`src/common/clk_speed_pkg.sv`:
```
// Constants, register map and decode types for the clock speed selector.
// Assumes a 32-bit APB slave and one system clock; no other dependency.
package clk_speed_pkg;

	// Register indices as printed; the APB byte address is four times these
	localparam logic [7:0]  IDX_MAIN      = 8'h8f;
	localparam logic [7:0]  IDX_AUX       = 8'haf;
	localparam logic [7:0]  IDX_STATUS    = 8'hb0;
	localparam int unsigned ADDR_W        = 12;
	localparam int unsigned DATA_W        = 32;
	localparam logic [11:0] ADDR_MAIN     = {2'h0, IDX_MAIN, 2'h0};
	localparam logic [11:0] ADDR_AUX      = {2'h0, IDX_AUX, 2'h0};
	localparam logic [11:0] ADDR_STATUS   = {2'h0, IDX_STATUS, 2'h0};

	// Main control register fields
	localparam int unsigned BIT_CPU_DS    = 0;
	localparam int unsigned BIT_TIMER0    = 1;
	localparam int unsigned BIT_TIMER1    = 2;
	localparam int unsigned BIT_TIMER2    = 3;
	localparam int unsigned BIT_UART      = 4;
	localparam int unsigned BIT_CNT_ARRAY = 5;
	localparam int unsigned BIT_WATCHDOG  = 6;
	localparam int unsigned BIT_TWOWIRE   = 7;
	// Auxiliary control register field
	localparam int unsigned BIT_SPI       = 0;
	// Status register fields
	localparam int unsigned BIT_ST_DS     = 0;
	localparam int unsigned BIT_ST_FAST   = 1;
	localparam int unsigned BIT_ST_DIV2   = 9;

	// Peripheral clock lanes
	localparam int unsigned N_PERIPH      = 8;
	localparam int unsigned P_TIMER0      = 0;
	localparam int unsigned P_UART        = 3;
	localparam int unsigned P_SPI         = 7;

	// Reset values
	localparam logic [6:0]  MAIN_PERIPH_RST = 7'h00;
	localparam logic        AUX_SPI_RST     = 1'h0;

	// Timing in oscillator periods
	localparam int unsigned OSC_DIV           = 2;
	localparam int unsigned FAST_OSC_PER_CYCLE = 6;
	localparam int unsigned SLOW_OSC_PER_CYCLE = 12;
	// Phase ticks per machine cycle; a fast tick is one oscillator period
	localparam int unsigned TICKS_PER_CYCLE    = FAST_OSC_PER_CYCLE;

	// Serial modes in which the serial speed bit applies
	localparam logic [1:0]  UART_MODE0    = 2'h0;
	localparam logic [1:0]  UART_MODE2    = 2'h2;

	typedef enum logic [3:0] {
		SEL_NONE   = 4'h1,
		SEL_MAIN   = 4'h2,
		SEL_AUX    = 4'h4,
		SEL_STATUS = 4'h8
	} reg_sel_t;

endpackage : clk_speed_pkg

```
`src/core/double_speed_clock_select.sv`:
```
// Clock speed selector: divide-by-two stage, double-speed switch and
// per-peripheral speed selection, with its control registers on APB.
// Assumes the oscillator arrives asynchronously on a pin and is slow
// against the system clock (at most a quarter of it), and that the
// security byte's double-speed bit is stable while reset is held.
// Limitation: in double speed each tick follows the pin directly, so uneven
// pin periods show up as uneven tick spacing.
//
// Our own choice: the APB slave port.
`timescale 1ns/100ps
module double_speed_clock_select #(
	parameter int unsigned N_PERIPH = clk_speed_pkg::N_PERIPH,
	parameter int unsigned TICKS    = clk_speed_pkg::TICKS_PER_CYCLE
) (
	input  wire logic                 clk_sys_in,
	input  wire logic                 reset_n_in,
	input  wire logic                 security_double_speed_in,
	input  wire logic                 primary_osc_input_in,
	input  wire logic [1:0]           uart_mode_in,
	input  wire logic [11:0]          paddr_in,
	input  wire logic                 psel_in,
	input  wire logic                 penable_in,
	input  wire logic                 pwrite_in,
	input  wire logic [31:0]          pwdata_in,
	output logic      [31:0]          prdata_out,
	output logic                      pready_out,
	output logic                      pslverr_out,
	output logic                      osc_div2_out,
	output logic                      cpu_double_speed_out,
	output logic                      cpu_phase_tick_out,
	output logic                      cpu_machine_cycle_out,
	output logic      [N_PERIPH-1:0]  periph_tick_out,
	output logic      [N_PERIPH-1:0]  periph_cycle_out
);

	// Address decode, shared by the read path and the write/error path
	function automatic clk_speed_pkg::reg_sel_t decode(
		input logic [11:0] addr
	);
		clk_speed_pkg::reg_sel_t sel;
		sel = clk_speed_pkg::SEL_NONE;
		case (addr)
			clk_speed_pkg::ADDR_MAIN: begin
				sel = clk_speed_pkg::SEL_MAIN;
			end
			clk_speed_pkg::ADDR_AUX: begin
				sel = clk_speed_pkg::SEL_AUX;
			end
			clk_speed_pkg::ADDR_STATUS: begin
				sel = clk_speed_pkg::SEL_STATUS;
			end
			default: begin
				sel = clk_speed_pkg::SEL_NONE;
			end
		endcase
		return sel;
	endfunction : decode

	// Lane speed decode, shared by the live update and the reset value
	function automatic logic lane_fast(
		input logic        dbl,
		input logic        slow_bit,
		input logic [1:0]  mode,
		input int unsigned lane
	);
		logic fast;
		fast = dbl && !slow_bit;
		if (lane == clk_speed_pkg::P_UART) begin
			// Modes 1 and 3 keep standard timing on the serial lane
			fast = fast && (mode == clk_speed_pkg::UART_MODE0
				|| mode == clk_speed_pkg::UART_MODE2);
		end
		return fast;
	endfunction : lane_fast

	// Oscillator pin synchroniser and edge detection
	logic osc_meta_q;
	logic osc_sync_q;
	logic osc_prev_q;
	logic osc_rise;

	// Divide-by-two stage and the mode it gates
	logic div2_q;
	logic div2_rise;

	// Software control bits
	logic                cpu_double_speed_q;
	logic [N_PERIPH-1:0] speed_sel_q;

	// Effective speed, updated only at divided-clock rising edges
	logic                double_active_q;
	logic [N_PERIPH-1:0] fast_active_q;
	logic [N_PERIPH-1:0] fast_next;
	logic [N_PERIPH-1:0] fast_reset;

	// Registered tick pulses
	logic                cpu_tick_q;
	logic [N_PERIPH-1:0] periph_tick_q;

	// Bus side
	clk_speed_pkg::reg_sel_t sel;
	logic                    setup;
	logic                    access;
	logic                    wr_en;
	logic [31:0]             rd_mux;
	logic [31:0]             prdata_q;

	always_ff @(posedge clk_sys_in) begin
		if (!reset_n_in) begin
			osc_meta_q <= 1'h0;
			osc_sync_q <= 1'h0;
			osc_prev_q <= 1'h0;
		end else begin
			osc_meta_q <= primary_osc_input_in;
			osc_sync_q <= osc_meta_q;
			osc_prev_q <= osc_sync_q;
		end
	end

	// Only the edge detector reads the third flop; the first feeds nothing
	// but the second, so metastability stays out of the logic
	assign osc_rise = osc_sync_q && !osc_prev_q;

	// Toggle on every oscillator rising edge gives the divided clock
	always_ff @(posedge clk_sys_in) begin
		if (!reset_n_in) begin
			div2_q <= 1'h0;
		end else if (osc_rise) begin
			div2_q <= !div2_q;
		end
	end

	assign div2_rise = osc_rise && !div2_q;

	// Register writes
	assign setup  = psel_in && !penable_in;
	assign access = psel_in && penable_in;
	assign sel    = decode(paddr_in);
	assign wr_en  = access && pwrite_in;

	// Strap is same-clock flash data, caught while reset is held
	always_ff @(posedge clk_sys_in) begin
		if (!reset_n_in) begin
			cpu_double_speed_q <= security_double_speed_in;
		end else if (wr_en && sel == clk_speed_pkg::SEL_MAIN) begin
			cpu_double_speed_q <=
				pwdata_in[clk_speed_pkg::BIT_CPU_DS];
		end
	end

	// Main register bits 7..1 fill lanes 6..0; the SPI lane is the aux bit
	always_ff @(posedge clk_sys_in) begin
		if (!reset_n_in) begin
			speed_sel_q[clk_speed_pkg::P_SPI-1:0] <=
				clk_speed_pkg::MAIN_PERIPH_RST;
		end else if (wr_en && sel == clk_speed_pkg::SEL_MAIN) begin
			speed_sel_q[clk_speed_pkg::P_SPI-1:0] <=
				pwdata_in[clk_speed_pkg::BIT_TWOWIRE:
					clk_speed_pkg::BIT_TIMER0];
		end
	end

	always_ff @(posedge clk_sys_in) begin
		if (!reset_n_in) begin
			speed_sel_q[clk_speed_pkg::P_SPI] <=
				clk_speed_pkg::AUX_SPI_RST;
		end else if (wr_en && sel == clk_speed_pkg::SEL_AUX) begin
			speed_sel_q[clk_speed_pkg::P_SPI] <=
				pwdata_in[clk_speed_pkg::BIT_SPI];
		end
	end

	// Which lanes would run fast from the next divided-clock edge, and
	// which run fast straight out of reset, when select bits are clear
	generate
		for (genvar i = 0; i < N_PERIPH; i++) begin : g_fast
			assign fast_next[i]  = lane_fast(cpu_double_speed_q,
				speed_sel_q[i], uart_mode_in, i);
			assign fast_reset[i] = lane_fast(security_double_speed_in,
				1'h0, uart_mode_in, i);
		end
	endgenerate

	// Mode switch only at a divided-clock rising edge, so no tick is cut
	// short when leaving double speed
	always_ff @(posedge clk_sys_in) begin
		if (!reset_n_in) begin
			double_active_q <= security_double_speed_in;
		end else if (div2_rise) begin
			double_active_q <= cpu_double_speed_q;
		end
	end

	// Lanes start in step with the strapped core speed, the serial lane only in modes 0 and 2
	always_ff @(posedge clk_sys_in) begin
		if (!reset_n_in) begin
			fast_active_q <= fast_reset;
		end else if (div2_rise) begin
			fast_active_q <= fast_next;
		end
	end

	// Double speed bypasses the divider: one tick per oscillator period
	// Standard mode ticks at the divided rate, twelve pin periods a cycle
	always_ff @(posedge clk_sys_in) begin
		if (!reset_n_in) begin
			cpu_tick_q <= 1'h0;
		end else begin
			cpu_tick_q <= double_active_q ? osc_rise : div2_rise;
		end
	end

	generate
		for (genvar i = 0; i < N_PERIPH; i++) begin : g_tick
			always_ff @(posedge clk_sys_in) begin
				if (!reset_n_in) begin
					periph_tick_q[i] <= 1'h0;
				end else begin
					periph_tick_q[i] <= fast_active_q[i] ? osc_rise
						: div2_rise;
				end
			end

			cycle_counter #(
				.TICKS      (TICKS)
			) u_periph_cycle (
				.clk_sys_in (clk_sys_in),
				.reset_n_in (reset_n_in),
				.tick_in    (periph_tick_q[i]),
				.cycle_out  (periph_cycle_out[i])
			);
		end
	endgenerate

	// Six ticks per machine cycle: six or twelve oscillator periods
	cycle_counter #(
		.TICKS      (TICKS)
	) u_cpu_cycle (
		.clk_sys_in (clk_sys_in),
		.reset_n_in (reset_n_in),
		.tick_in    (cpu_tick_q),
		.cycle_out  (cpu_machine_cycle_out)
	);

	// Read mux; reserved bits read as zero
	always_comb begin
		rd_mux = 32'h0000_0000;
		case (sel)
			clk_speed_pkg::SEL_MAIN: begin
				rd_mux[clk_speed_pkg::BIT_CPU_DS] = cpu_double_speed_q;
				rd_mux[clk_speed_pkg::BIT_TWOWIRE:
					clk_speed_pkg::BIT_TIMER0] =
					speed_sel_q[clk_speed_pkg::P_SPI-1:0];
			end
			clk_speed_pkg::SEL_AUX: begin
				rd_mux[clk_speed_pkg::BIT_SPI] =
					speed_sel_q[clk_speed_pkg::P_SPI];
			end
			clk_speed_pkg::SEL_STATUS: begin
				// Effective speeds lag the control bits until the next
				// divided-clock rising edge
				rd_mux[clk_speed_pkg::BIT_ST_DS] = double_active_q;
				rd_mux[clk_speed_pkg::BIT_ST_FAST +: N_PERIPH] =
					fast_active_q;
				rd_mux[clk_speed_pkg::BIT_ST_DIV2] = div2_q;
			end
			default: begin
				rd_mux = 32'h0000_0000;
			end
		endcase
	end

	// Captured in the setup cycle so the access phase sees a flop
	always_ff @(posedge clk_sys_in) begin
		if (!reset_n_in) begin
			prdata_q <= 32'h0000_0000;
		end else if (setup && !pwrite_in) begin
			prdata_q <= rd_mux;
		end
	end

	assign prdata_out            = prdata_q;
	assign pready_out            = 1'h1;
	// Status writes are dropped without error; only unmapped offsets fail
	assign pslverr_out           = access && sel == clk_speed_pkg::SEL_NONE;
	assign osc_div2_out          = div2_q;
	assign cpu_double_speed_out  = double_active_q;
	assign cpu_phase_tick_out    = cpu_tick_q;
	assign periph_tick_out       = periph_tick_q;

endmodule : double_speed_clock_select

```
`src/core/cycle_counter.sv`:
```
// Counts phase ticks and pulses once per completed cycle.
// Assumes tick_in is a one-cycle pulse from logic on the same clock.
`timescale 1ns/100ps
module cycle_counter #(
	parameter int unsigned TICKS = 6
) (
	input  wire logic clk_sys_in,
	input  wire logic reset_n_in,
	input  wire logic tick_in,
	output logic      cycle_out
);

	localparam int unsigned CNT_W = $clog2(TICKS + 1);
	localparam logic [CNT_W-1:0] LAST = CNT_W'(TICKS - 1);

	logic [CNT_W-1:0] count_q;
	logic             cycle_q;

	always_ff @(posedge clk_sys_in) begin
		if (!reset_n_in) begin
			count_q <= '0;
		end else if (tick_in) begin
			if (count_q == LAST) begin
				count_q <= '0;
			end else begin
				count_q <= count_q + CNT_W'(1);
			end
		end
	end

	// Pulse registered so the cycle edge lines up one clock after its tick
	always_ff @(posedge clk_sys_in) begin
		if (!reset_n_in) begin
			cycle_q <= 1'h0;
		end else begin
			cycle_q <= tick_in && (count_q == LAST);
		end
	end

	assign cycle_out = cycle_q;

endmodule : cycle_counter

```
`config.mk`:
```
export PLATFORM = sky130hd
export DESIGN_NAME = double_speed_clock_select
export DESIGN_NICKNAME = d
export VERILOG_FILES = /design/src/common/clk_speed_pkg.sv /design/src/core/double_speed_clock_select.sv /design/src/core/cycle_counter.sv
export SDC_FILE = /design/constraint.sdc
export NUM_CORES = 1
export LEC_CHECK = 0
export BUFFER_PORTS_ARGS = -buffer_cell sky130_fd_sc_hd__buf_2
export CAP_MARGIN = 20
export CELL_PAD_IN_SITES_DETAIL_PLACEMENT = 1
export CELL_PAD_IN_SITES_GLOBAL_PLACEMENT = 2
export CORE_MARGIN = 3
export CORE_UTILIZATION = 26
export CTS_CLUSTER_SIZE = 24
export DETAILED_ROUTE_END_ITERATION = 12
export PLACE_DENSITY = 0.85
export RECOVER_POWER = 25
export SYNTH_ARGS = -nofsm -noshare
export SYNTH_HDL_FRONTEND = slang
export SYNTH_SLANG_ARGS = --single-unit
```
`constraint.sdc`:
```
create_clock -name clk_sys_in -period 2.1 [get_ports clk_sys_in]
set_input_delay 0.42 -clock clk_sys_in [delete_from_list [all_inputs] [get_ports clk_sys_in]]
set_output_delay 0.42 -clock clk_sys_in [all_outputs]
set_load 0.1 [all_outputs]
```
Word-level counts from Yosys, hierarchy flattened

Index checks and enable logic that the tools add are counted.

Bits in registers: 77
Output and inout port bits: 54
Latch bits: 0
Memory bits (read-only): 0
Bits of input ports: 53
Word-level logic and storage cells: 135
RAM bits: 0
Memories: 0

Add/sub/neg operators: 9
Multiply operators: 0
Bitwise gates (word level): 0
$lt $le $gt $ge: 0
Div/mod/pow operators: 0
Shifts and indexed selects: 0
Reductions and logical operators: 42
Eq/ne operators: 19
Mux-type cells: 28

Operators with widths:

| cell                                                   | count |
|---|---|
| == test 12 x 10 -> 1 bit (second input constant)       | 3 |
| logical AND 1 bit                                      | 28 |
| adder 3 x 1 -> 3 bit (second input constant)           | 9 |
| == test 3 bit (second input constant)                  | 9 |
| two-way mux 3 bit                                      | 9 |
| two-way mux 8 bit                                      | 2 |
| case mux 7 bit (2 select lines)                        | 1 |
| two-way mux 1 bit                                      | 13 |
| logical NOT 1 bit                                      | 12 |
| case mux 4 bit (3 select lines)                        | 1 |
| == test 4 x 1 -> 1 bit (second input constant)         | 1 |
| == test 4 x 2 -> 1 bit (second input constant)         | 1 |
| == test 4 x 3 -> 1 bit (second input constant)         | 1 |
| == test 4 bit (second input constant)                  | 1 |
| inequality test 2 x 1 -> 1 bit (second input constant) | 2 |
| case mux 1 bit (3 select lines)                        | 1 |
| == test 2 bit (second input constant)                  | 1 |
| logical NOT 2 bit                                      | 1 |
| two-way mux 2 bit                                      | 1 |
| logical OR 1 bit                                       | 1 |

Logic depth before layout (Yosys ltp)

Gate-level depths: netlist (run 1).

Word-level depth: 6
Depth in mapped cells: 5
Depth with buffers taken out: 4

By module

From an unflattened synthesis (run 1), not the netlist that was laid out.

Cell total of the unflattened synthesis: 334
Area total of the unflattened synthesis: 3,364.5 um2

By module, submodules not included:

| module                    | instances | cells an instance | area each (um2) | sequential area each (um2) |
|---|---|---|---|---|
| double_speed_clock_select | 1         | 199               | 1,923.1         | 920.9 |
| cycle_counter             | 9         | 15                | 160.2           | 80.1 |

Least setup slack after synthesis (run 1)

OpenSTA, ideal clock, no wires.

Kind: input-to-output
From: input port paddr_in[9]
To: output port pslverr_out
Data required time: 1.680 ns
Path buffers: 1
Path slack: -0.574 ns
Arrival: 2.254 ns
Stages: 4
Cell sequence: or4b_1 buf_2 nor2_1 a21oi_1

Cells in the longest elaborated chain, start to end: 4
Elaborated cells between the ends (all ways): 6
Those cells by class: 4 x eq/ne; 1 x mux; 1 x reduce/logical

RTL lines:

| item                                | line                             | text |
|---|---|---|
| from (decl)                         | double_speed_clock_select.sv:20  | `input wire logic [11:0] paddr_in,` |
| == test 12 x 10 -> 1 bit            | double_speed_clock_select.sv:42  | `case (addr)` |
| case mux 4 bit (3 select lines) (*) | double_speed_clock_select.sv:42  |  |
| == test 4 x 1 -> 1 bit (*)          | double_speed_clock_select.sv:285 | `assign pslverr_out = access && sel == clk_speed_pkg::SEL_NONE;` |
| logical AND 1 bit (*)               | double_speed_clock_select.sv:285 |  |
| to (decl)                           | double_speed_clock_select.sv:27  | `output logic pslverr_out,` |

Mark *: on every way between the ends. The rest lies on a longest branch, timed or not.

Final worst setup path (run 1)

From: input port paddr_in[2]
To: output port pslverr_out

Same word-level chain as after synthesis.

==> results of run 1 <==
[cells in the mapped netlist (all sizes together) (2+ instances only)]
| library cell | n | area, um2 |
|---|---|---|
| clkbuf | 8 | 30.0 |
| nor2 | 4 | 15.0 |
| nor2b | 17 | 106 |
| inv | 9 | 33.8 |
| nor4 | 3 | 48.8 |
| dfxtp | 67 | 1340 |
| xor2 | 9 | 78.8 |
| nor3 | 18 | 90.1 |
| nand3 | 4 | 20.0 |
| and2 | 13 | 81.3 |
| a21oi | 41 | 205 |
| and3 | 2 | 13.8 |
| a21boi | 3 | 22.5 |
| nand2 | 53 | 206 |
| nand2b | 3 | 18.8 |
| o21ai | 15 | 75.1 |
| mux2i | 8 | 80.1 |
| nor3b | 9 | 67.6 |
| buf | 44 | 337 |
| edfxtp | 10 | 300 |
| conb | 2 | 7.51 |
[cell usage in the layout (no fill, tap or decap), drive strengths merged, types with 11 or more instances in the layout]
| master | synthesis | layout |
|---|---|---|
| clkbuf | 8 | 13 |
| o21ai | 15 | 15 |
| inv | 9 | 11 |
| nand2 | 53 | 53 |
| conb | 2 | 23 |
| nor3 | 18 | 18 |
| nor2b | 17 | 17 |
| dfxtp | 67 | 67 |
| buf | 44 | 65 |
| and2 | 13 | 13 |
| a21oi | 41 | 41 |
[worst max-delay path, cell delays in order]
cell	delay, ps
buf_2	100
or4_1	540
o22ai_1	160
a21oi_2	70
clkbuf_4	280
[metrics by stage]
stage / std cells / worst slack, ps / hold slack (ps)
global route: 574 / 47.8 / 295
finish: 574 / 100 / 299
detailed placement: 558 / 4.31 / 428
floorplan: 374 / 9.36 / 412
CTS: 574 / 4.35 / 288
global placement: 558 / 21.2 / 426
[final cells by class]
type / count / area share [%]
clock buffers: 10 / 5.94
multi-input cells: 236 / 34.2
well taps: 168 / 5.45
clock inverters: 6 / 1.59
flip-flops and latches: 77 / 42.6
repair buffers: 68 / 9.44
inverters: 9 / 0.876
[cell families (layout without fill, tap and decap cells)]
group | count (synthesis) | count (layout) | share of synthesized area, %
AND/OR/NAND/NOR | 131 | 131 | 21.6
flip-flops | 77 | 77 | 50.2
AO/OA/AOI/OAI | 63 | 63 | 10.3
buffers and inverters | 61 | 93 | 12.2
XOR/XNOR | 10 | 10 | 2.68
multiplexers | 9 | 9 | 2.79
other | 2 | 23 | 0.229
[timing repair]
item                       CTS  global route
setup endpoints to repair    0             1
resized for setup            0             2
hold buffers                 0             0
[path summary, 6_finish.rpt]
kind / from / to / cells past startpoint
max: paddr_in[2] / pslverr_out / 5
min: primary_osc_input_in / osc_meta_q / 2
max reg2reg: cpu_double_speed_q / prdata_out[0] / 4
min reg2reg: osc_meta_q / osc_sync_q / 1
[sequential cells by signal, indices dropped and copies added, names as in the netlist]
| register | cells |
|---|---|
| cpu_phase_tick_out | 1 |
| osc_meta_q | 1 |
| osc_sync_q | 1 |
| periph_tick_out | 8 |
| cpu_double_speed_out | 1 |
| speed_sel_q | 8 |
| u_cpu_cycle.count_q | 3 |
| fast_active_q | 8 |
| g_tick.u_periph_cycle.cycle_out | 8 |
| u_cpu_cycle.cycle_out | 1 |
| g_tick.u_periph_cycle.count_q | 24 |
| osc_div2_out | 1 |
| cpu_double_speed_q | 1 |
| osc_prev_q | 1 |
| prdata_out | 10 |
[layer usage]
metal / part of all wire (%) / vias to the layer above / track usage, %
met1: 44 / 1129 / 11.9
met4: 1.2 / 0 / 2.93
met3: 4.4 / 8 / 3.54
met2: 50 / 45 / 17.6
li1: - / 1213 / -
met5: 0 / - / 0
[power groups by stage]
stage / clock, mW / combinational [mW] / sequential [mW]
4_1_cts: 1.56 / 0.453 / 1.56
3_5_place_dp: 0 / 0.451 / 1.59
2_1_floorplan: 0 / 0.352 / 1.66
3_3_place_gp: 0 / 0.447 / 1.59
5_1_grt: 1.62 / 0.475 / 1.57
6_report: 1.51 / 0.450 / 1.56
==> results.md, run 1 <==
- Type of the worst min-delay path: input pin to flop
- Final Hold Vio Count: 0
- PortBufs: 58
- Pleak: 1.70 nW
- Max-Slew Margin vs Limit: 36.6%
- Register share of total power: 44.3%
- Slew @ Worst Pin: 951 ps
- Vias in the first global route: 2375
- Max-cap violations: 0
- Synth Cell Area: 3270 um2
- WP data required: 1680 ps
- Vias per cell: 4.17
- Flop-to-flop setup slack: 750 ps
- Share of cells above drive strength 1: 22.2%
- Final Critical Period: 2000 ps
- Die width: 118 um
- Gate power share: 12.8%
- Seq. cell area: 1640 um2
- Setup_tns: 0 ps
- Die H: 118 um
- Initial core utilization: 26.9%
- Ys async rst share: 0%
- Site row count: 40
- Cell internal pwr: 2.53 mW
- Sequential fraction of the synthesis area: 50.2%
- Routed Antenna Nets: 0
- Status: finished clean
- Clk sinks: 77
- Ys flop type: dfxtp_1
- P&R area growth vs syn: 17.9%
- CTS max path bufs: 2
- Final Max Tran Viols: 0
- Crit path capture type: primary output
- Pre-antenna DRT Iters: 4
- Clock slew seen by the registers of the worst setup and hold paths: 60 ps
- #FFs+latches synth: 77
- Post-synthesis instance total: 353
- VDD IR-drop max: 0.000316 V
- Total power: 3.52 mW
- Net switching power: 990 uW
- Post-CTS setup buffer count: 0
- GRT Util Overall: 10.2%
- First-pass GRT wire length: 11.7 mm
- DRC: 0
- Starting DRC count in detailed routing: 106
- Library cells used by synthesis: 37
- CTS root buf: clkbuf_16
- Die area: 14000 um2
- CP Launch Type: input pin
- CTS tree: done
- RSZ-0062 raised after global routing: false
- Diode count: 0
- YS warnings: 0
- Routed WL: 7.02 mm
- Max Fclk: 500 MHz
- Via count: 2395
- Sw frac: 28.2%
- Clk_lat worst skew: 330 ps
- P per Cell Area: 912 nW/um2
- Clk network pwr share: 42.9%
- Synthesized area per cell: 9.27 um2
- Post-DP HPWL: 5.20 mm
- Core area: 12200 um2
- Worst Path Max Fanout: 2
- Final setup vio count: 0
- Final core occ: 31.7%
- Pin count of the biggest net entering global routing: 29
- Number of fill cells: 1427
- GPL Wtd Cong: 0.769
- Placement Cell Area: 3560 um2
- Clk_skew: 4.82 ps
- Total gr overflow: 0
- Multi-input gate area: 1320 um2
- Htree depth: 3
- CP arrival: 1580 ps
- CTS Buf Count: 9
- Initial antenna violation count: 0
- Part of the cycle the worst path needs: 95.2%
- I/O pins: 107
- Final Instance Area: 3860 um2
- WS Path Type: input pin to primary output
- Routed WL per cell: 12.2 um
- EDFF count, synth: 10
- Nets: 454
Power figures use the tool's default switching activity.
==> inputs of run 2 (changes only) <==
- CORE_UTILIZATION: 26 -> 32
- PLACE_DENSITY: 0.85 -> 0.88
- clock period: 2.1 -> 2.5 ns (I/O delays scaled with it)
==> results.md, run 2 (synthesized netlist as in run 1, its figures left out) <==
- Worst setup margin: 260 ps
- Routed WL: 6.66 mm
- Clk sinks: 77
- CTS max path bufs: 2
- Diode count: 0
- Clock slew seen by the registers of the worst setup and hold paths: 70 ps
- Number of fill cells: 1161
- GPL Wtd Cong: 0.725
- Largest Register: g_tick.u_periph_cycle.count_q
- Cell internal pwr: 1.89 mW
- CP arrival: 1740 ps
- Core area: 9860 um2
- Die area: 11500 um2
- Total gr overflow: 0
- Register share of total power: 49.2%
- Slowest cell on the critical path: or4_1
- Die H: 107 um
- Cts repair resizes: 0
- Max Fclk: 446 MHz
- DRC: 0
- Max-Slew Margin vs Limit: 35.0%
- First-pass GRT wire length: 11.3 mm
- Gate power share: 14.1%
- Vias per cell: 4.39
- Net switching power: 767 uW
- GRT Util Overall: 12.3%
- Type of the worst min-delay path: input pin to flop
- Htree depth: 3
- Via count: 2350
- Share of cells above drive strength 1: 21.1%
- Die width: 107 um
- CTS tree: done
- Max-cap violations: 0
- Site row count: 36
- Final Critical Period: 2240 ps
- CTS root buf: clkbuf_8
- Final Hold Vio Count: 0
- Max reg flops: 24
- Crit-path most repeated cell: buf_2
- Vias in the first global route: 2406
- RSZ-0062 raised after global routing: false
- Status: finished clean
- Pre-antenna DRT Iters: 4
- Clk_skew: 6.80 ps
- Commonest non-fill, non-tap cell in the layout: dfxtp_1
- Nets: 451
- WS Path Type: input pin to primary output
- Worst Path Max Fanout: 2
- WP data required: 2000 ps
- Post-Place Cells: 520
- Crit path cell chain: buf_2 -> or4_1 -> o22ai_1 -> a21oi_2 -> buf_2
- Starting DRC count in detailed routing: 68
- PortBufs: 58
- Final Max Tran Viols: 0
- Final setup vio count: 0
- CTS Buf Count: 9
- P&R area growth vs syn: 13.0%
- Sw frac: 28.8%
- Routed WL per cell: 12.5 um
- Initial antenna violation count: 0
- Clk_lat worst skew: 330 ps
- Placement Setup Slack: 250 ps
- VDD IR-drop max: 0.000242 V
- I/O pins: 107
- CTS Hold Buffers Added: 0
- Most frequent cells in the layout: dfxtp_1, buf_2, nand2_1
- Post-CTS setup buffer count: 0
- Slew @ Worst Pin: 974 ps
- Routed Antenna Nets: 0
- Pin count of the biggest net entering global routing: 29
- Crit path capture type: primary output
- P per Cell Area: 719 nW/um2
- Initial core utilization: 33.2%
- CP Launch Type: input pin
- Pleak: 1.65 nW
- Slowest stage delay, CP: 590 ps
- Post-DP HPWL: 4.92 mm
- Clk network pwr share: 36.7%
- Non-Filler Instances: 535
- Setup_tns: 0 ps
- Part of the cycle the worst path needs: 89.6%
run 2: cell types whose count changed in the layout (fill, tap and decap cells not counted), sizes merged:
cell	change
clkbuf	+1
inv	-1
buf	-2
clkinvlp	-1
clkinv	-1
run 2: power by group through the flow:
| stage | Clock [mW] | Combinational (mW) | Sequential [mW] |
|---|---|---|---|
| 3_3_place_gp | 0 | 0.370 | 1.34 |
| 5_1_grt | 1.07 | 0.396 | 1.31 |
| 6_report | 0.976 | 0.374 | 1.31 |
| 3_5_place_dp | 0 | 0.376 | 1.34 |
| 4_1_cts | 1.01 | 0.377 | 1.31 |
| 2_1_floorplan | 0 | 0.296 | 1.39 |
run 2: routing by layer:
| layer | track usage [%] | wire length, um | up-vias |
|---|---|---|---|
| met2 | 21.6 | 3330 | 43 |
| met3 | 2.89 | 257 | 5 |
| met5 | 0 | 0 | - |
| met1 | 14.4 | 2990 | 1095 |
| li1 | - | - | 1207 |
| met4 | 4.93 | 76 | 0 |
run 2: layout make-up:
| type | count | area, um2 | share of cell area (%) |
|---|---|---|---|
| sequential | 77 | 1640 | 44.4 |
| multi-input combinational | 236 | 1310 | 35.5 |
| timing repair buffer | 65 | 335 | 9.07 |
| clock buffer | 12 | 166 | 4.50 |
| tap | 133 | 166 | 4.50 |
| clock inverter | 3 | 41.3 | 1.12 |
| inverter | 9 | 33.8 | 0.913 |
run 2: critical path: cells and delay by family:
family	cells	cell delay, ps
AND/OR/NAND/NOR	1	590
buffers and inverters	2	400
AO/OA/AOI/OAI	2	250
run 2: stage by stage:
step	util [%]	area (um2)	hold slack, ps	power [mW]
2_1_floorplan	-	3360	412	1.69
3_3_place_gp	35.4	3490	449	1.71
3_5_place_dp	35.4	3500	449	1.71
6_report	37.5	3700	380	2.66
4_1_cts	37.5	3700	363	2.69
5_1_grt	37.5	3700	367	2.78
run 2: worst paths after layout:
kind,start,cells after the start,to,slack (ps)
worst max-delay path,paddr_in[2],5,pslverr_out,260
worst min register to register,g_tick[3].u_periph_cycle.count_q[1],1,g_tick[3].u_periph_cycle.cycle_out,470
worst min-delay path,primary_osc_input_in,2,osc_meta_q,380
worst max register to register,osc_prev_q,3,fast_active_q[0],980
==> inputs of run 3 (changes only) <==
--- a/config.mk
+++ b/config.mk
@@ -12,6 +12,6 @@
 export CORE_MARGIN = 3
-export CORE_UTILIZATION = 32
+export CORE_UTILIZATION = 29
 export CTS_CLUSTER_SIZE = 24
 export DETAILED_ROUTE_END_ITERATION = 12
-export PLACE_DENSITY = 0.88
+export PLACE_DENSITY = 0.81
 export RECOVER_POWER = 25
==> constraint.sdc (replaced) <==
create_clock -name clk_sys_in -period 2.3 [get_ports clk_sys_in]
set_input_delay 0.115 -clock clk_sys_in [delete_from_list [all_inputs] [get_ports clk_sys_in]]
set_output_delay 0.115 -clock clk_sys_in [all_outputs]
set_load 0.1 [all_outputs]
==> results.md, run 3 (synthesized netlist as in run 1, its figures left out) <==
- Status: finished clean
- Pre-antenna DRT Iters: 4
- Die area: 12600 um2
- Non-Filler Instances: 543
- CTS max path bufs: 2
- Clk sinks: 77
- Die width: 112 um
- Largest Register: g_tick.u_periph_cycle.count_q
- Cell family with most CP delay: buffers and inverters
- Final core occ: 34.8%
- Max-cap violations: 0
- Htree depth: 3
- Initial antenna violation count: 0
- Slew @ Worst Pin: 954 ps
- Most frequent cells in the layout: dfxtp_1, buf_2, nand2_1
- Worst Path Buf+Inv: 2
- CTS Hold Buffers Added: 1
- DRC: 0
- Commonest non-fill, non-tap cell in the layout: dfxtp_1
- WS Path Type: flop to primary output
- Clk_skew: 6.64 ps
- Final setup vio count: 0
- Total gr overflow: 0
- VDD IR-drop max: 0.000529 V
- Crit path capture type: primary output
- Routed Antenna Nets: 0
- Max-Slew Margin vs Limit: 36.4%
- Final Critical Period: 1730 ps
- Slowest stage delay, CP: 530 ps
- Routed WL: 6.79 mm
- Pleak: 1.69 nW
- Diode count: 0
- Worst Path Max Fanout: 12
- CTS root buf: clkbuf_16
- Site row count: 38
- Final Instance Area: 3810 um2
- Post-DP HPWL: 4.99 mm
- Total power: 3.30 mW
- Starting DRC count in detailed routing: 135
- Clock slew seen by the registers of the worst setup and hold paths: 60 ps
- Routed WL per cell: 12.5 um
- GRT Util Overall: 11.1%
- PortBufs: 58
- WP data required: 2180 ps
- Nets: 451
- Placement Setup Slack: 467 ps
- P&R area growth vs syn: 16.4%
- Seq. cell area: 1640 um2
- Core area: 10900 um2
- Number of fill cells: 1295
- Post-CTS setup buffer count: 0
- Worst setup margin: 570 ps
- CTS Buf Count: 9
- CP Launch Type: flop
- Crit path cell chain: clkbuf_1 -> buf_2
- CTS tree: done
- RSZ-0062 raised after global routing: false
- Min Hold Slack: 34.9 ps
- Vias per cell: 4.36
- Via count: 2365
- Setup_tns: 0 ps
- Die H: 112 um
- CP arrival: 1610 ps
- Max reg flops: 24
- Cts repair resizes: 0
- GPL Wtd Cong: 0.702
- Pin count of the biggest net entering global routing: 29
- Final Hold Vio Count: 0
- Share of cells above drive strength 1: 20.6%
- First-pass GRT wire length: 11.4 mm
- Post-Place Cells: 526
- Slowest cell on the critical path: buf_2
- P per Cell Area: 867 nW/um2
- Type of the worst min-delay path: input pin to flop
- Initial core utilization: 29.9%
- Clk_lat worst skew: 330 ps
- Part of the cycle the worst path needs: 75.2%
- Vias in the first global route: 2373
- I/O pins: 107
- Placement Cell Area: 3490 um2
- Final Max Tran Viols: 0
- Multi-input gate area: 1310 um2
- Max Fclk: 578 MHz
==> run 3: final timing paths <==
check	from	endpoint	slack (ps)	cells after the start
setup reg to reg	osc_prev_q	fast_active_q[4]	850	3
hold / removal	pwdata_in[7]	speed_sel_q[6]	30	3
hold reg to reg	osc_meta_q	osc_sync_q	440	1
setup / recovery	osc_div2_out	osc_div2_out	570	2
==> run 3: layout make-up <==
type	count	share of cell area [%]
clock buffers	9	5.91
inverters	9	0.887
multi-input cells	236	34.4
repair buffers	65	8.77
clock inverters	7	2.36
flip-flops and latches	77	43.1
well taps	140	4.60
==> run 3: power breakdown <==
group | switching [mW] | internal, mW | leakage (nW) | total, mW
registers | 0.0236 | 1.40 | 0.643 | 1.43
logic | 0.342 | 0.0643 | 0.899 | 0.407
clock network | 0.527 | 0.943 | 0.153 | 1.47
==> run 3: worst register-to-register path, cell delays in order, from the launching register on <==
cell	delay, ps
dfxtp_1	300
nand2b_1	170
o21ai_0	390
buf_2	300
==> run 3: routing by layer <==
| metal | up-vias | global-route usage, % | routed length, um |
|---|---|---|---|
| li1 | 1214 | - | - |
| met1 | 1096 | 14.0 | 3140 |
| met2 | 53 | 18.3 | 3320 |
| met3 | 2 | 3.34 | 282 |
| met4 | 0 | 3.61 | 38 |
| met5 | - | 0 | 0 |
